==> src/rtl/energy_accum_pkg.sv <==
package energy_accum_pkg;
    // ==========================================================
    // Register offsets
    localparam logic [9:0] ADDR_LINE_MODE = 10'h004;
    localparam logic [9:0] ADDR_HALF_COUNT = 10'h101;
    localparam logic [9:0] ADDR_ACC_MODE = 10'h201;
    // Per channel, index 0 is channel A
    localparam logic [1:0][9:0] ADDR_AP_POWER = {10'h211, 10'h210};
    localparam logic [1:0][9:0] ADDR_EV_ENABLE = {10'h22F, 10'h22C};
    localparam logic [1:0][9:0] ADDR_EV_STATUS = {10'h230, 10'h22D};
    // Energy registers indexed [path][channel], path 0 apparent, 1 reactive
    localparam logic [1:0][1:0][9:0] ADDR_ENERGY = {10'h221, 10'h220, 10'h223, 10'h222};

    // ==========================================================
    // Field positions and reset values
    localparam int LC_REACTIVE_A = 0;
    localparam int LC_APPARENT_A = 2;
    localparam int LC_CLEAR_ON_READ = 6;
    localparam logic [7:0] LINE_MODE_RESET = 8'h40;
    localparam logic [15:0] HALF_COUNT_RESET = 16'h0064;
    localparam int MODE_FIELD_A = 0;
    localparam int AMP_HOUR_BIT = 4;
    localparam logic [1:0] RE_SIGNED = 2'h0;
    localparam logic [1:0] RE_ACTIVE_SIGN = 2'h1;
    localparam logic [1:0] RE_ABSOLUTE = 2'h2;
    // Event bits: half-full and overflow per path, then cycle end
    localparam int EV_HALF = 0;
    localparam int EV_OVERFLOW = 1;
    localparam int EV_CYCLE_END = 4;

    // ==========================================================
    // Timing
    localparam int CLK_PERIOD_NS = 100;
    localparam int SAMPLE_PERIOD_NS = 143000;
    localparam int SAMPLE_CYCLES = SAMPLE_PERIOD_NS / CLK_PERIOD_NS;
    localparam logic [10:0] SAMPLE_LAST = 11'(SAMPLE_CYCLES - 1);
    localparam int STEP_PERIOD_NS = 4830;
    localparam int STEP_CYCLES = (STEP_PERIOD_NS + CLK_PERIOD_NS - 1) / CLK_PERIOD_NS;
    localparam logic [5:0] STEP_GAP_LAST = 6'(STEP_CYCLES - 1);
    // Full-scale sample and the threshold it crosses once per step period
    localparam logic [47:0] FULL_SCALE = 48'h00000004A3E41;
    localparam logic [47:0] STEP_THRESHOLD =
        48'(FULL_SCALE * STEP_PERIOD_NS / SAMPLE_PERIOD_NS);
endpackage : energy_accum_pkg

==> src/rtl/reactive_apparent_energy_accumulator.sv <==
// Notes on behaviour
// - After reset reactive energy sums signed reactive samples, ignoring active sign.
// - Active-sign mode adds reactive when active positive, subtracts when negative.
// - Mode field per channel: 01 active-sign, 10 absolute, else signed.
// - Active-sign mode drives both reactive registers and the pulse outputs.
// - Absolute mode sums magnitude, drops no-load samples, feeds registers and pulses.
// - Both apparent power results refresh together at the 6.99 kHz sample rate.
// - Samples go into a 48-bit accumulator; each threshold crossing steps 24-bit energy.
// - Threshold gives at most one step per 4.83 us at full scale.
// - Energy registers wrap two's complement in both directions.
// - Energy registers clear on read unless clear-on-read bit 6 is low.
// - Half-full and overflow events per channel, gated by that channel's enables.
// - Apparent line-cycle enable accumulates over half line cycles; off at reset.
// - One shared half-cycle count serves both channels, up to 65535.
// - Period end loads registers, sets cycle-end flag, may interrupt, restarts.
// - Loaded result holds until next period end; a clearing read leaves zero.
// - A new half-cycle count takes effect only from the next period.
// - Ampere-hour mode accumulates rms current into apparent energy and pulses.
// - Ampere-hour mode keeps apparent no-load suppression on the current quantity.
// - Both reactive integration stages are signed.
module reactive_apparent_energy_accumulator #(
    parameter int CHANNELS = 2
) (
    input wire logic clk,
    input wire logic rst_n,
    input wire logic [9:0] regAddr,
    input wire logic [23:0] regWdata,
    input wire logic regWrite,
    input wire logic regRead,
    output logic [23:0] regRdata,
    input wire logic zeroCross,
    input wire logic [23:0] activePowerA,
    input wire logic [23:0] activePowerB,
    input wire logic [23:0] reactivePowerA,
    input wire logic [23:0] reactivePowerB,
    input wire logic [23:0] apparentPowerA,
    input wire logic [23:0] apparentPowerB,
    input wire logic [23:0] rmsCurrentA,
    input wire logic [23:0] rmsCurrentB,
    input wire logic reactiveNoLoadA,
    input wire logic reactiveNoLoadB,
    input wire logic apparentNoLoadA,
    input wire logic apparentNoLoadB,
    output logic irqOut_n,
    output logic apparentStepA,
    output logic apparentStepB,
    output logic reactiveStepA,
    output logic reactiveStepB,
    output logic reactiveDownA,
    output logic reactiveDownB
);
    // ==========================================================
    // Elaboration check
    if (CHANNELS != 2) begin : g_bad_channels
        $error("Only two current channels are supported");
    end

    // ==========================================================
    // State
    typedef struct packed {
        logic [10:0] sampleDiv;
        logic [1:0][1:0][47:0] acc;
        logic [1:0][1:0][5:0] gap;
        logic [1:0][1:0][23:0] run;
        logic [1:0][1:0][23:0] energy;
        logic [1:0][1:0] step;
        logic [1:0][1:0] down;
        logic [1:0][23:0] apPower;
        logic [1:0] reSign;
        logic [7:0] lineMode;
        logic [15:0] halfCount;
        logic [15:0] periodCount;
        logic [15:0] crossCount;
        logic [4:0] accumulation_mode_control;
        logic [1:0][23:0] evEnable;
        logic [1:0][23:0] evStatus;
        logic [23:0] rdata;
        logic irq_n;
    } state_t;

    state_t state_reg;
    state_t state_next;
    logic tick;
    logic lcActive;
    logic cycleEnd;
    logic [1:0][1:0][47:0] add;
    logic [1:0][1:0] clrRd;
    logic [1:0][23:0] activeIn;
    logic [1:0][23:0] reactiveIn;
    logic [1:0][23:0] apparentIn;
    logic [1:0][23:0] rmsIn;
    logic [1:0] reNoLoad;
    logic [1:0] apNoLoad;

    assign activeIn = {activePowerB, activePowerA};
    assign reactiveIn = {reactivePowerB, reactivePowerA};
    assign apparentIn = {apparentPowerB, apparentPowerA};
    assign rmsIn = {rmsCurrentB, rmsCurrentA};
    assign reNoLoad = {reactiveNoLoadB, reactiveNoLoadA};
    assign apNoLoad = {apparentNoLoadB, apparentNoLoadA};

    // ==========================================================
    // Helpers
    // First stage: add the sample, then take one step if the threshold is crossed
    function automatic logic [49:0] integrate(input logic [47:0] acc,
            input logic [47:0] inc, input logic open);
        logic [47:0] sum;
        sum = acc + inc;
        if (open && $signed(sum) >= $signed(energy_accum_pkg::STEP_THRESHOLD)) begin
            integrate = {2'b10, sum - energy_accum_pkg::STEP_THRESHOLD};
        end else if (open && $signed(sum) <= -$signed(energy_accum_pkg::STEP_THRESHOLD)) begin
            integrate = {2'b01, sum + energy_accum_pkg::STEP_THRESHOLD};
        end else begin
            integrate = {2'b00, sum};
        end
    endfunction : integrate

    // Second stage: count one step, report overflow and half-full crossings
    function automatic logic [25:0] bump(input logic [23:0] v, input logic dn);
        logic [23:0] nv;
        nv = dn ? v - 24'h000001 : v + 24'h000001;
        bump = {(dn ? v == 24'h800000 : v == 24'h7FFFFF),
                (nv[23] ^ nv[22]) & ~(v[23] ^ v[22]), nv};
    endfunction : bump

    // ==========================================================
    // Next-state logic
    always_comb begin
        logic [47:0] ext;
        logic [23:0] sel;
        logic [49:0] res;
        logic [25:0] cnt;
        logic [23:0] base;
        logic [1:0] mode;
        logic lcOn;
        logic moved;
        logic [1:0][23:0] evSet;
        logic [1:0][23:0] evClr;
        ext = '0;
        sel = '0;
        res = '0;
        cnt = '0;
        base = '0;
        mode = '0;
        lcOn = 1'b0;
        moved = 1'b0;
        evSet = '0;
        evClr = '0;
        add = '0;
        clrRd = '0;
        state_next = state_reg;
        state_next.rdata = '0;

        // Sample rate divider, one enable pulse per sample period
        tick = state_reg.sampleDiv == energy_accum_pkg::SAMPLE_LAST;
        state_next.sampleDiv = tick ? 11'h000 : state_reg.sampleDiv + 11'h001;

        // Line-cycle period: count zero crossings against the latched count
        lcActive = |state_reg.lineMode[3:0];
        cycleEnd = 1'b0;
        if (!lcActive) begin
            state_next.crossCount = '0;
            state_next.periodCount = state_reg.halfCount;
        end else if (zeroCross) begin
            if ({1'b0, state_reg.crossCount} + 17'h00001 >= {1'b0, state_reg.periodCount}) begin
                cycleEnd = 1'b1;
                state_next.crossCount = '0;
                state_next.periodCount = state_reg.halfCount;
            end else begin
                state_next.crossCount = state_reg.crossCount + 16'h0001;
            end
        end

        // Sample shaping per channel
        for (int c = 0; c < CHANNELS; c++) begin
            mode = state_reg.accumulation_mode_control[energy_accum_pkg::MODE_FIELD_A + 2 * c +: 2];
            ext = {{24{reactiveIn[c][23]}}, reactiveIn[c]};
            case (mode)
                energy_accum_pkg::RE_ACTIVE_SIGN: begin
                    add[1][c] = activeIn[c][23] ? -ext : ext;
                end
                energy_accum_pkg::RE_ABSOLUTE: begin
                    add[1][c] = reNoLoad[c] ? '0 : (ext[47] ? -ext : ext);
                end
                default: begin
                    add[1][c] = ext;
                end
            endcase
            // Ampere-hour swaps the quantity; no-load still suppresses it
            sel = state_reg.accumulation_mode_control[energy_accum_pkg::AMP_HOUR_BIT] ? rmsIn[c] : apparentIn[c];
            add[0][c] = apNoLoad[c] ? '0 : {24'h000000, sel};
            if (!tick) begin
                add[0][c] = '0;
                add[1][c] = '0;
            end
            if (tick) begin
                state_next.apPower[c] = apparentIn[c];
                state_next.reSign[c] = reactiveIn[c][23];
            end
        end

        // Two-stage integration, apparent (p=0) and reactive (p=1)
        for (int p = 0; p < 2; p++) begin
            for (int c = 0; c < CHANNELS; c++) begin
                res = integrate(state_reg.acc[p][c], add[p][c], state_reg.gap[p][c] == 6'h00);
                moved = res[49] | res[48];
                state_next.acc[p][c] = res[47:0];
                state_next.step[p][c] = moved;
                state_next.down[p][c] = res[48];
                // Steps are spaced so full scale never beats the step period
                if (moved) begin
                    state_next.gap[p][c] = energy_accum_pkg::STEP_GAP_LAST;
                end else if (state_reg.gap[p][c] != 6'h00) begin
                    state_next.gap[p][c] = state_reg.gap[p][c] - 6'h01;
                end
                clrRd[p][c] = regRead && regAddr == energy_accum_pkg::ADDR_ENERGY[p][c]
                    && state_reg.lineMode[energy_accum_pkg::LC_CLEAR_ON_READ];
                if (regRead && regAddr == energy_accum_pkg::ADDR_ENERGY[p][c]) begin
                    state_next.rdata = state_reg.energy[p][c];
                end
                lcOn = p == 0 ? state_reg.lineMode[energy_accum_pkg::LC_APPARENT_A + c]
                    : state_reg.lineMode[energy_accum_pkg::LC_REACTIVE_A + c];
                // A step landing with a clearing read counts from zero
                base = clrRd[p][c] ? 24'h000000 : state_reg.energy[p][c];
                cnt = bump(lcOn ? state_reg.run[p][c] : base, res[48]);
                if (clrRd[p][c]) begin
                    state_next.energy[p][c] = '0;
                end
                if (lcOn) begin
                    if (moved) begin
                        state_next.run[p][c] = cnt[23:0];
                    end
                    if (cycleEnd) begin
                        state_next.energy[p][c] = moved ? cnt[23:0] : state_reg.run[p][c];
                        state_next.run[p][c] = '0;
                    end
                end else begin
                    state_next.run[p][c] = '0;
                    if (moved) begin
                        state_next.energy[p][c] = cnt[23:0];
                    end
                end
                evSet[c][2 * p + energy_accum_pkg::EV_HALF] = moved & cnt[24];
                evSet[c][2 * p + energy_accum_pkg::EV_OVERFLOW] = moved & cnt[25];
            end
        end
        evSet[0][energy_accum_pkg::EV_CYCLE_END] = cycleEnd;

        // Register writes; status bits clear by writing one
        if (regWrite) begin
            case (regAddr)
                energy_accum_pkg::ADDR_LINE_MODE: state_next.lineMode = regWdata[7:0];
                energy_accum_pkg::ADDR_HALF_COUNT: state_next.halfCount = regWdata[15:0];
                energy_accum_pkg::ADDR_ACC_MODE: state_next.accumulation_mode_control = regWdata[4:0];
                default: ;
            endcase
        end
        for (int c = 0; c < CHANNELS; c++) begin
            if (regWrite && regAddr == energy_accum_pkg::ADDR_EV_ENABLE[c]) begin
                state_next.evEnable[c] = regWdata;
            end
            if (regWrite && regAddr == energy_accum_pkg::ADDR_EV_STATUS[c]) begin
                evClr[c] = regWdata;
            end
            // A new event beats a clear in the same cycle
            state_next.evStatus[c] = (state_reg.evStatus[c] & ~evClr[c]) | evSet[c];
            if (regRead && regAddr == energy_accum_pkg::ADDR_EV_ENABLE[c]) begin
                state_next.rdata = state_reg.evEnable[c];
            end
            if (regRead && regAddr == energy_accum_pkg::ADDR_EV_STATUS[c]) begin
                state_next.rdata = state_reg.evStatus[c];
            end
            if (regRead && regAddr == energy_accum_pkg::ADDR_AP_POWER[c]) begin
                state_next.rdata = state_reg.apPower[c];
            end
        end

        // Register reads of configuration; unmapped reads return zero
        if (regRead) begin
            case (regAddr)
                energy_accum_pkg::ADDR_LINE_MODE: state_next.rdata = {16'h0000, state_reg.lineMode};
                energy_accum_pkg::ADDR_HALF_COUNT: state_next.rdata = {8'h00, state_reg.halfCount};
                energy_accum_pkg::ADDR_ACC_MODE: begin
                    state_next.rdata = {14'h0000, state_reg.reSign, 3'h0, state_reg.accumulation_mode_control};
                end
                default: ;
            endcase
        end

        // Interrupt pin follows enabled status, registered so it never glitches
        state_next.irq_n = ~|((state_next.evStatus[0] & state_next.evEnable[0])
            | (state_next.evStatus[1] & state_next.evEnable[1]));
    end

    // ==========================================================
    // State register
    always_ff @(posedge clk or negedge rst_n) begin
        if (!rst_n) begin
            state_reg <= '0;
            state_reg.lineMode <= energy_accum_pkg::LINE_MODE_RESET;
            state_reg.halfCount <= energy_accum_pkg::HALF_COUNT_RESET;
            state_reg.periodCount <= energy_accum_pkg::HALF_COUNT_RESET;
            state_reg.irq_n <= 1'b1;
        end else begin
            state_reg <= state_next;
        end
    end

    // ==========================================================
    // Outputs, all straight from the state register
    assign regRdata = state_reg.rdata;
    assign irqOut_n = state_reg.irq_n;
    assign apparentStepA = state_reg.step[0][0];
    assign apparentStepB = state_reg.step[0][1];
    assign reactiveStepA = state_reg.step[1][0];
    assign reactiveStepB = state_reg.step[1][1];
    assign reactiveDownA = state_reg.down[1][0];
    assign reactiveDownB = state_reg.down[1][1];

    // ==========================================================
    // Assertions
    property p_step_spacing;
        @(posedge clk) disable iff (!rst_n)
        apparentStepA |=> !apparentStepA [*8];
    endproperty
    a_step_spacing: assert property (p_step_spacing) else $error("Steps too close");

    property p_wrap_up;
        @(posedge clk) disable iff (!rst_n)
        (state_reg.energy[0][0] == 24'h7FFFFF && state_next.step[0][0]
            && !state_next.down[0][0] && !state_reg.lineMode[2] && !clrRd[0][0])
        |=> state_reg.energy[0][0] == 24'h800000;
    endproperty
    a_wrap_up: assert property (p_wrap_up) else $error("No wrap to 0x800000");

    property p_clear_read;
        @(posedge clk) disable iff (!rst_n)
        (clrRd[0][1] && !state_next.step[0][1] && !cycleEnd)
        |=> state_reg.energy[0][1] == 24'h000000;
    endproperty
    a_clear_read: assert property (p_clear_read) else $error("Read did not clear");

    property p_cycle_flag;
        @(posedge clk) disable iff (!rst_n)
        cycleEnd |=> state_reg.evStatus[0][energy_accum_pkg::EV_CYCLE_END];
    endproperty
    a_cycle_flag: assert property (p_cycle_flag) else $error("Cycle end flag missing");

    property p_count_held;
        @(posedge clk) disable iff (!rst_n)
        (lcActive && $past(lcActive) && !cycleEnd) |=> $stable(state_reg.periodCount);
    endproperty
    a_count_held: assert property (p_count_held) else $error("Count changed mid period");

    property p_power_rate;
        @(posedge clk) disable iff (!rst_n)
        !tick |=> $stable(state_reg.apPower);
    endproperty
    a_power_rate: assert property (p_power_rate) else $error("Power moved off sample");

    property p_active_sign;
        @(posedge clk) disable iff (!rst_n)
        (tick && state_reg.accumulation_mode_control[1:0] == energy_accum_pkg::RE_ACTIVE_SIGN
            && activeIn[0][23] && !reactiveIn[0][23] && reactiveIn[0] != 24'h000000)
        |-> add[1][0][47];
    endproperty
    a_active_sign: assert property (p_active_sign) else $error("Sign not flipped");

    property p_absolute_noload;
        @(posedge clk) disable iff (!rst_n)
        (state_reg.accumulation_mode_control[3:2] == energy_accum_pkg::RE_ABSOLUTE && reNoLoad[1])
        |-> add[1][1] == 48'h000000000000;
    endproperty
    a_absolute_noload: assert property (p_absolute_noload) else $error("No-load passed");

    property p_irq_pin;
        @(posedge clk) disable iff (!rst_n)
        |(state_reg.evStatus[1] & state_reg.evEnable[1]) |-> !irqOut_n;
    endproperty
    a_irq_pin: assert property (p_irq_pin) else $error("Enabled event not on pin");
endmodule : reactive_apparent_energy_accumulator

==> config.mk <==
export PLATFORM = sky130hd
export DESIGN_NAME = reactive_apparent_energy_accumulator
export DESIGN_NICKNAME = d
export VERILOG_FILES = /design/src/rtl/energy_accum_pkg.sv /design/src/rtl/reactive_apparent_energy_accumulator.sv
export SDC_FILE = /design/constraint.sdc
export NUM_CORES = 2
export LEC_CHECK = 0
export BUFFER_PORTS_ARGS = -buffer_cell sky130_fd_sc_hd__buf_4
export CORE_AREA = 2 2 379 381
export CTS_CLUSTER_SIZE = 25
export DETAILED_ROUTE_END_ITERATION = 10
export DIE_AREA = 0 0 381 383
export GPL_ROUTABILITY_DRIVEN = 0
export GPL_TIMING_DRIVEN = 0
export HOLD_SLACK_MARGIN = 0.15
export PLACE_DENSITY = 0.54
export SETUP_SLACK_MARGIN = 0.2
export SYNTH_ARGS = -nofsm -noshare
export SYNTH_HDL_FRONTEND = slang
export SYNTH_SLANG_ARGS = --single-unit
==> constraint.sdc <==
create_clock -name clk -period 10.3 [get_ports clk]
set_clock_uncertainty 0.05 [all_clocks]
set_input_delay 2.575 -clock clk [delete_from_list [all_inputs] [get_ports clk]]
set_output_delay 2.575 -clock clk [all_outputs]
set_load 0.005 [all_outputs]
# After elaboration in Yosys (flattened, before gate mapping)
# Cells that the tools add are included.
# W data, S select, Z words.
# totals
ff_bits	657
inputBits	235
output_inout_bits	31
wordCells	278
# op_classes
bitwise_logic	37
n_addsub	29
n_lt_le_gt_ge	9
mux	96
reduce_logical	45
n_eq_ne	28
# ops
op	n
$mux W24	57
$mux W48	8
$mux W50	4
$mux W49	4
$add A48 B18 Y48 const B	4
$add A48 B48 Y48	4
$ge A48 B19 Y1 const B	4
$le A48 B19 Y1 const B	4
$pmux W48 S2	2
$sub A48 B18 Y48 const B	4
$eq A10 B10 Y1 const B	11
$add A24 B1 Y24 const B	4
$and A24 B24 Y24	4
$eq A24 B23 Y1 const B	4
$eq A24 B24 Y1 const B	4
$neg A48 Y48	2
$sub A24 B1 Y24 const B	4
$pmux W24 S3	1
$mux W32	2
$mux W6	8
$not A24 Y24	2
$mux W16	2
$logic_and A1 B1 Y1	26
$logic_not A6 Y1	4
27 further kinds	71

# Logic depth before layout (Yosys ltp)
# logic_depth
ltp_word	19
mapped_depth	49
ltp_nobuf	42

# Worst setup path before layout
# OpenSTA, ideal clock, no wires.
# synth_path
kind	input -> register
from	in reactivePowerA[1]
to	reg state_reg (netlist bit irqOut_n)
stages	48
slack_ns	-3.946
setup_ns	0.083
arrival_time_ns	14.113
path_buffers	6
required_ns	10.167
path_cell_list	or3_1 -> or3_1 -> or3_1 -> or3_1 -> or3_1 -> or3_1 -> or3_1 -> or3_1 -> or3_1 -> or3_1 -> clkbuf_1 -> clkbuf_1 -> nor2_1 -> ha_1 -> nand2_1 -> a221oi_1 -> nor2_1 -> ha_1 -> [... 12 more ...] -> clkbuf_1 -> buf_1 -> inv_1 -> ha_1 -> a21oi_1 -> nor3b_1 -> nor2_1 -> o211a_1 -> or4bb_1 -> nand3_1 -> a2111oi_0 -> o211ai_1 -> nand2_2 -> o31ai_1 -> a21boi_2 -> xnor2_1 -> xor2_1 -> o311a_1
# synth_rtl
element	line_no	source
start, declared	reactive_apparent_energy_accumulator.sv:34	input wire logic [23:0] reactivePowerA,
end signal, assigned	reactive_apparent_energy_accumulator.sv:305	state_reg <= state_next;
end, declared	reactive_apparent_energy_accumulator.sv:81	state_t state_reg;

==> summary.md <==
| Metric | Value |
|---|---|
| GRT Residual Overflow | `0` |
| Largest family of logic cells by synthesized area | `compound AO/OA/AOI/OAI gates` |
| Max reg flops | `626` |
| Final net count | `8296` |
| Max Buffers Root-to-Sink | `3` |
| P&R area growth vs syn | `27.3%` |
| Synthesized area | `56300 um^2` |
| #FFs+latches synth | `657` |
| Htree depth | `3` |
| Met3 WL post-DR | `17.9 mm` |
| Area post-placement | `62100 um^2` |
| Worst-Margin Slew | `1.35 ns` |
| Initial Utilization | `39.6%` |
| Final worst-path cycle share | `131%` |
| Multiplexer share of the synthesized area | `4.14%` |
| Slew Viols, Final | `0` |
| Lkg Pwr | `30.9 nW` |
| Crit path DAT | `14.07 ns` |
| Tmin final | `13.50 ns` |
| Total I/O pin count | `266` |
| Die Area | `146000 um^2` |
| Post-DR wirelength/cell | `23.6 um` |
| Worst Setup Start Kind | `input port` |
| Initial DRC count | `5934` |
| Top Layer Used | `met5` |
| Largest area contributor in the netlist | `dfrtp_1` |
| Top cell type's share of synthesized area | `28.8%` |
| CTS buffer count | `84` |
| Violations in the final reports | `negative setup slack` |
| Hold Vio Cnt, Final | `0` |
| Detail Placement HPWL | `169 mm` |
| Die H | `383 um` |
| CP Capture Type | `register` |
| Core area | `142000 um^2` |
| Post-placement cell count | `9253` |
| Final setup fails | `219` |
| Vias post-DR | `59100` |
| DR pass1 iterations | `7` |
| GRT Total Usage | `29.9%` |
| Most frequent cells in the layout | `961 x nand2_1, 654 x nor2_1, 649 x dfrtp_1` |
| Ranking of synthesized cells by area | `dfrtp_1 29%, ha_1 6.7%, nand2_1 6.7%` |
| Slew headroom | `9.11%` |
| Compound-cell area share of the yosys netlist | `24.5%` |
| Commonest non-fill, non-tap cell in the layout | `nand2_1` |
| Max Clock Freq | `74.1 MHz` |
| Post-synth top flop | `dfrtp_1` |
| CP max stage delay | `0.59 ns` |
| HP Start | `state_reg[204]` |
| Layout cells sized above 1 | `22.3%` |
| Total Power | `0.00687 W` |
| Antenna violations before repair | `10` |
| Metal-1 WL | `99.7 mm` |
| Antenna-violating nets left | `0` |
| FFs w/ async S/R, synth | `100%` |
| Remaining DRCs | `0` |
| Row count | `139` |
| CP Class | `in -> reg` |
| RSZ-0062 raised after global routing | `true` |
| Yosys warns | `0` |
| Reg clk slew, reported paths | `0.06 ns` |
| Cell Count, Final, Fillers Out | `9729` |
| CTS tree | `built` |
| Number of global-route vias before repair | `56000` |
| Largest net degree at the start of global routing | `117` |
| Die width | `381 um` |
| Post-Syn Nets | `7677` |
| Root Buffer | `clkbuf_16` |
| Layout Cell Area excl Fill | `71700 um^2` |
| Crit path top cell by count | `or3_4` |
| Max VDD drop | `0.126 mV` |
| Metal2 WL | `102 mm` |
| Routed wire length | `229 mm` |
| Slowest-stage cell, CP | `or4b_4` |
| Crit path max fanout | `8` |
| XOR/XNOR Fraction of Synth Area | `7.41%` |
| Post-synthesis cell count | `7131` |
| Routed vias/inst | `6.07` |
| Crit path launch | `reactivePowerB[2]` |
| DP Worst Slack | `-5.16 ns` |
| Worst R2R Start | `state_reg[654]` |
| Status | `finished, violations left` |
| Setup ws final | `-3.20 ns` |
| Netlist cell types | `128` |
| Post-synth EDFFs | `0` |
| PD cells | `95.8 nW/um^2` |
| Clock Sinks | `657` |
| Fin Hold WS | `0.431 ns` |
| # port buffers | `213` |
| Post-CTS Hold Buffers | `0` |
| Worst min-delay path class | `reg -> reg` |
| Global-route wire length before repair | `342 mm` |
| Max_cap viols | `0` |
| Clock Latency Late Sink | `0.72 ns` |
| Syn Area/Cell | `7.90 um^2` |
| Seq/Total Area, Yosys | `29.2%` |
| WP data required | `10.87 ns` |
| Post-Synth Adder-Cell Area | `7.07%` |
| Post-synthesis simple-gate area fraction | `23.3%` |
-- layer usage --
layer	vias to the layer above	GRT usage [%]
li1	27300	-
met1	28800	41.0
met2	2437	46.8
met3	473	5.10
met4	12	11.3
met5	-	0
-- layout make-up --
type / instances / area [um^2]
fillers: 13600 / 70500
clock inverters: 43 / 588
inverters: 179 / 721
clock buffers: 113 / 2410
well taps: 1903 / 2380
plain buffers: 425 / 2610
repair buffers: 533 / 4650
diodes: 6 / 15.0
flip-flops and latches: 657 / 16500
multi-input cells: 5870 / 41900
-- per-stage QoR --
stage,TNS [ns],util [%]
global route,-355.04,50.4
CTS,-244.65,48.4
detailed placement,-633.17,43.7
finish,-286.23,50.4
global placement,-1571.88,43.5
floorplan,-216.72,-
-- what timing repair did --
| item | in CTS | in global routing |
|---|---|---|
| cloned | 1 | 4 |
| resized for setup | 487 | 446 |
| setup buffers | 189 | 120 |
| pin swaps | 185 | 168 |
| endpoints found under the setup margin | 250 | 255 |
-- power breakdown --
part | switching (W) | internal (W) | leakage (nW)
clock network | 0.00133 | 0.00191 | 1.45
logic | 0.000565 | 0.000330 | 20.8
registers | 0.0000915 | 0.00264 | 8.67
total | 0.00199 | 0.00488 | 30.9
-- synth_stat cells, drive strengths merged (16+ instances only) --
master,count
a21oi,491
mux2,104
a2111oi,21
and2,45
or2,40
clkbuf,324
nand2,1003
and4,17
nor4,65
o31ai,44
nor2,710
buf,101
a22o,28
a21o,102
o2bb2ai,19
a211oi,70
o21ai,523
or4,27
nor2b,45
a21boi,53
o21bai,39
a211o,18
a22oi,83
o211a,16
xnor2,295
nor3,208
o22ai,61
xor2,174
a222oi,18
mux2i,116
a31oi,68
o221ai,20
or3,90
nand4,127
o21a,54
inv,178
nor3b,24
ha,303
a221oi,87
nand2b,43
and3,59
dfrtp,649
o211ai,92
nand3,221
-- kinds of logic after synthesis --
family,after synthesis
multiplexers,220
XOR/XNOR,470
AND/OR/NAND/NOR,2792
adder cells (fa/ha/maj),314
AO/OA/AOI/OAI,2074
flip-flops,657
buffers and inverters,604
-- worst max-delay path, delay by kind of cell --
kind | cells | cell delay, ns
XOR/XNOR | 1 | 0.12
AO/OA/AOI/OAI | 9 | 2.03
adder cells (fa/ha/maj) | 3 | 0.81
AND/OR/NAND/NOR | 22 | 6.26
buffers and inverters | 14 | 1.94
multiplexers | 1 | 0.28
-- worst paths after layout --
path / to / slack (ns) / cells past startpoint
worst max-delay path: irqOut_n / -3.20 / 50
worst min-delay path: state_reg[204] / 0.43 / 2
worst max register to register: irqOut_n / -1.48 / 35
worst min register to register: state_reg[204] / 0.43 / 2
max in group asynchronous: state_reg[577] / 6.40 / 4
min in group asynchronous: state_reg[485] / 1.74 / 1
No activity file was read; power rests on OpenSTA's default activity.
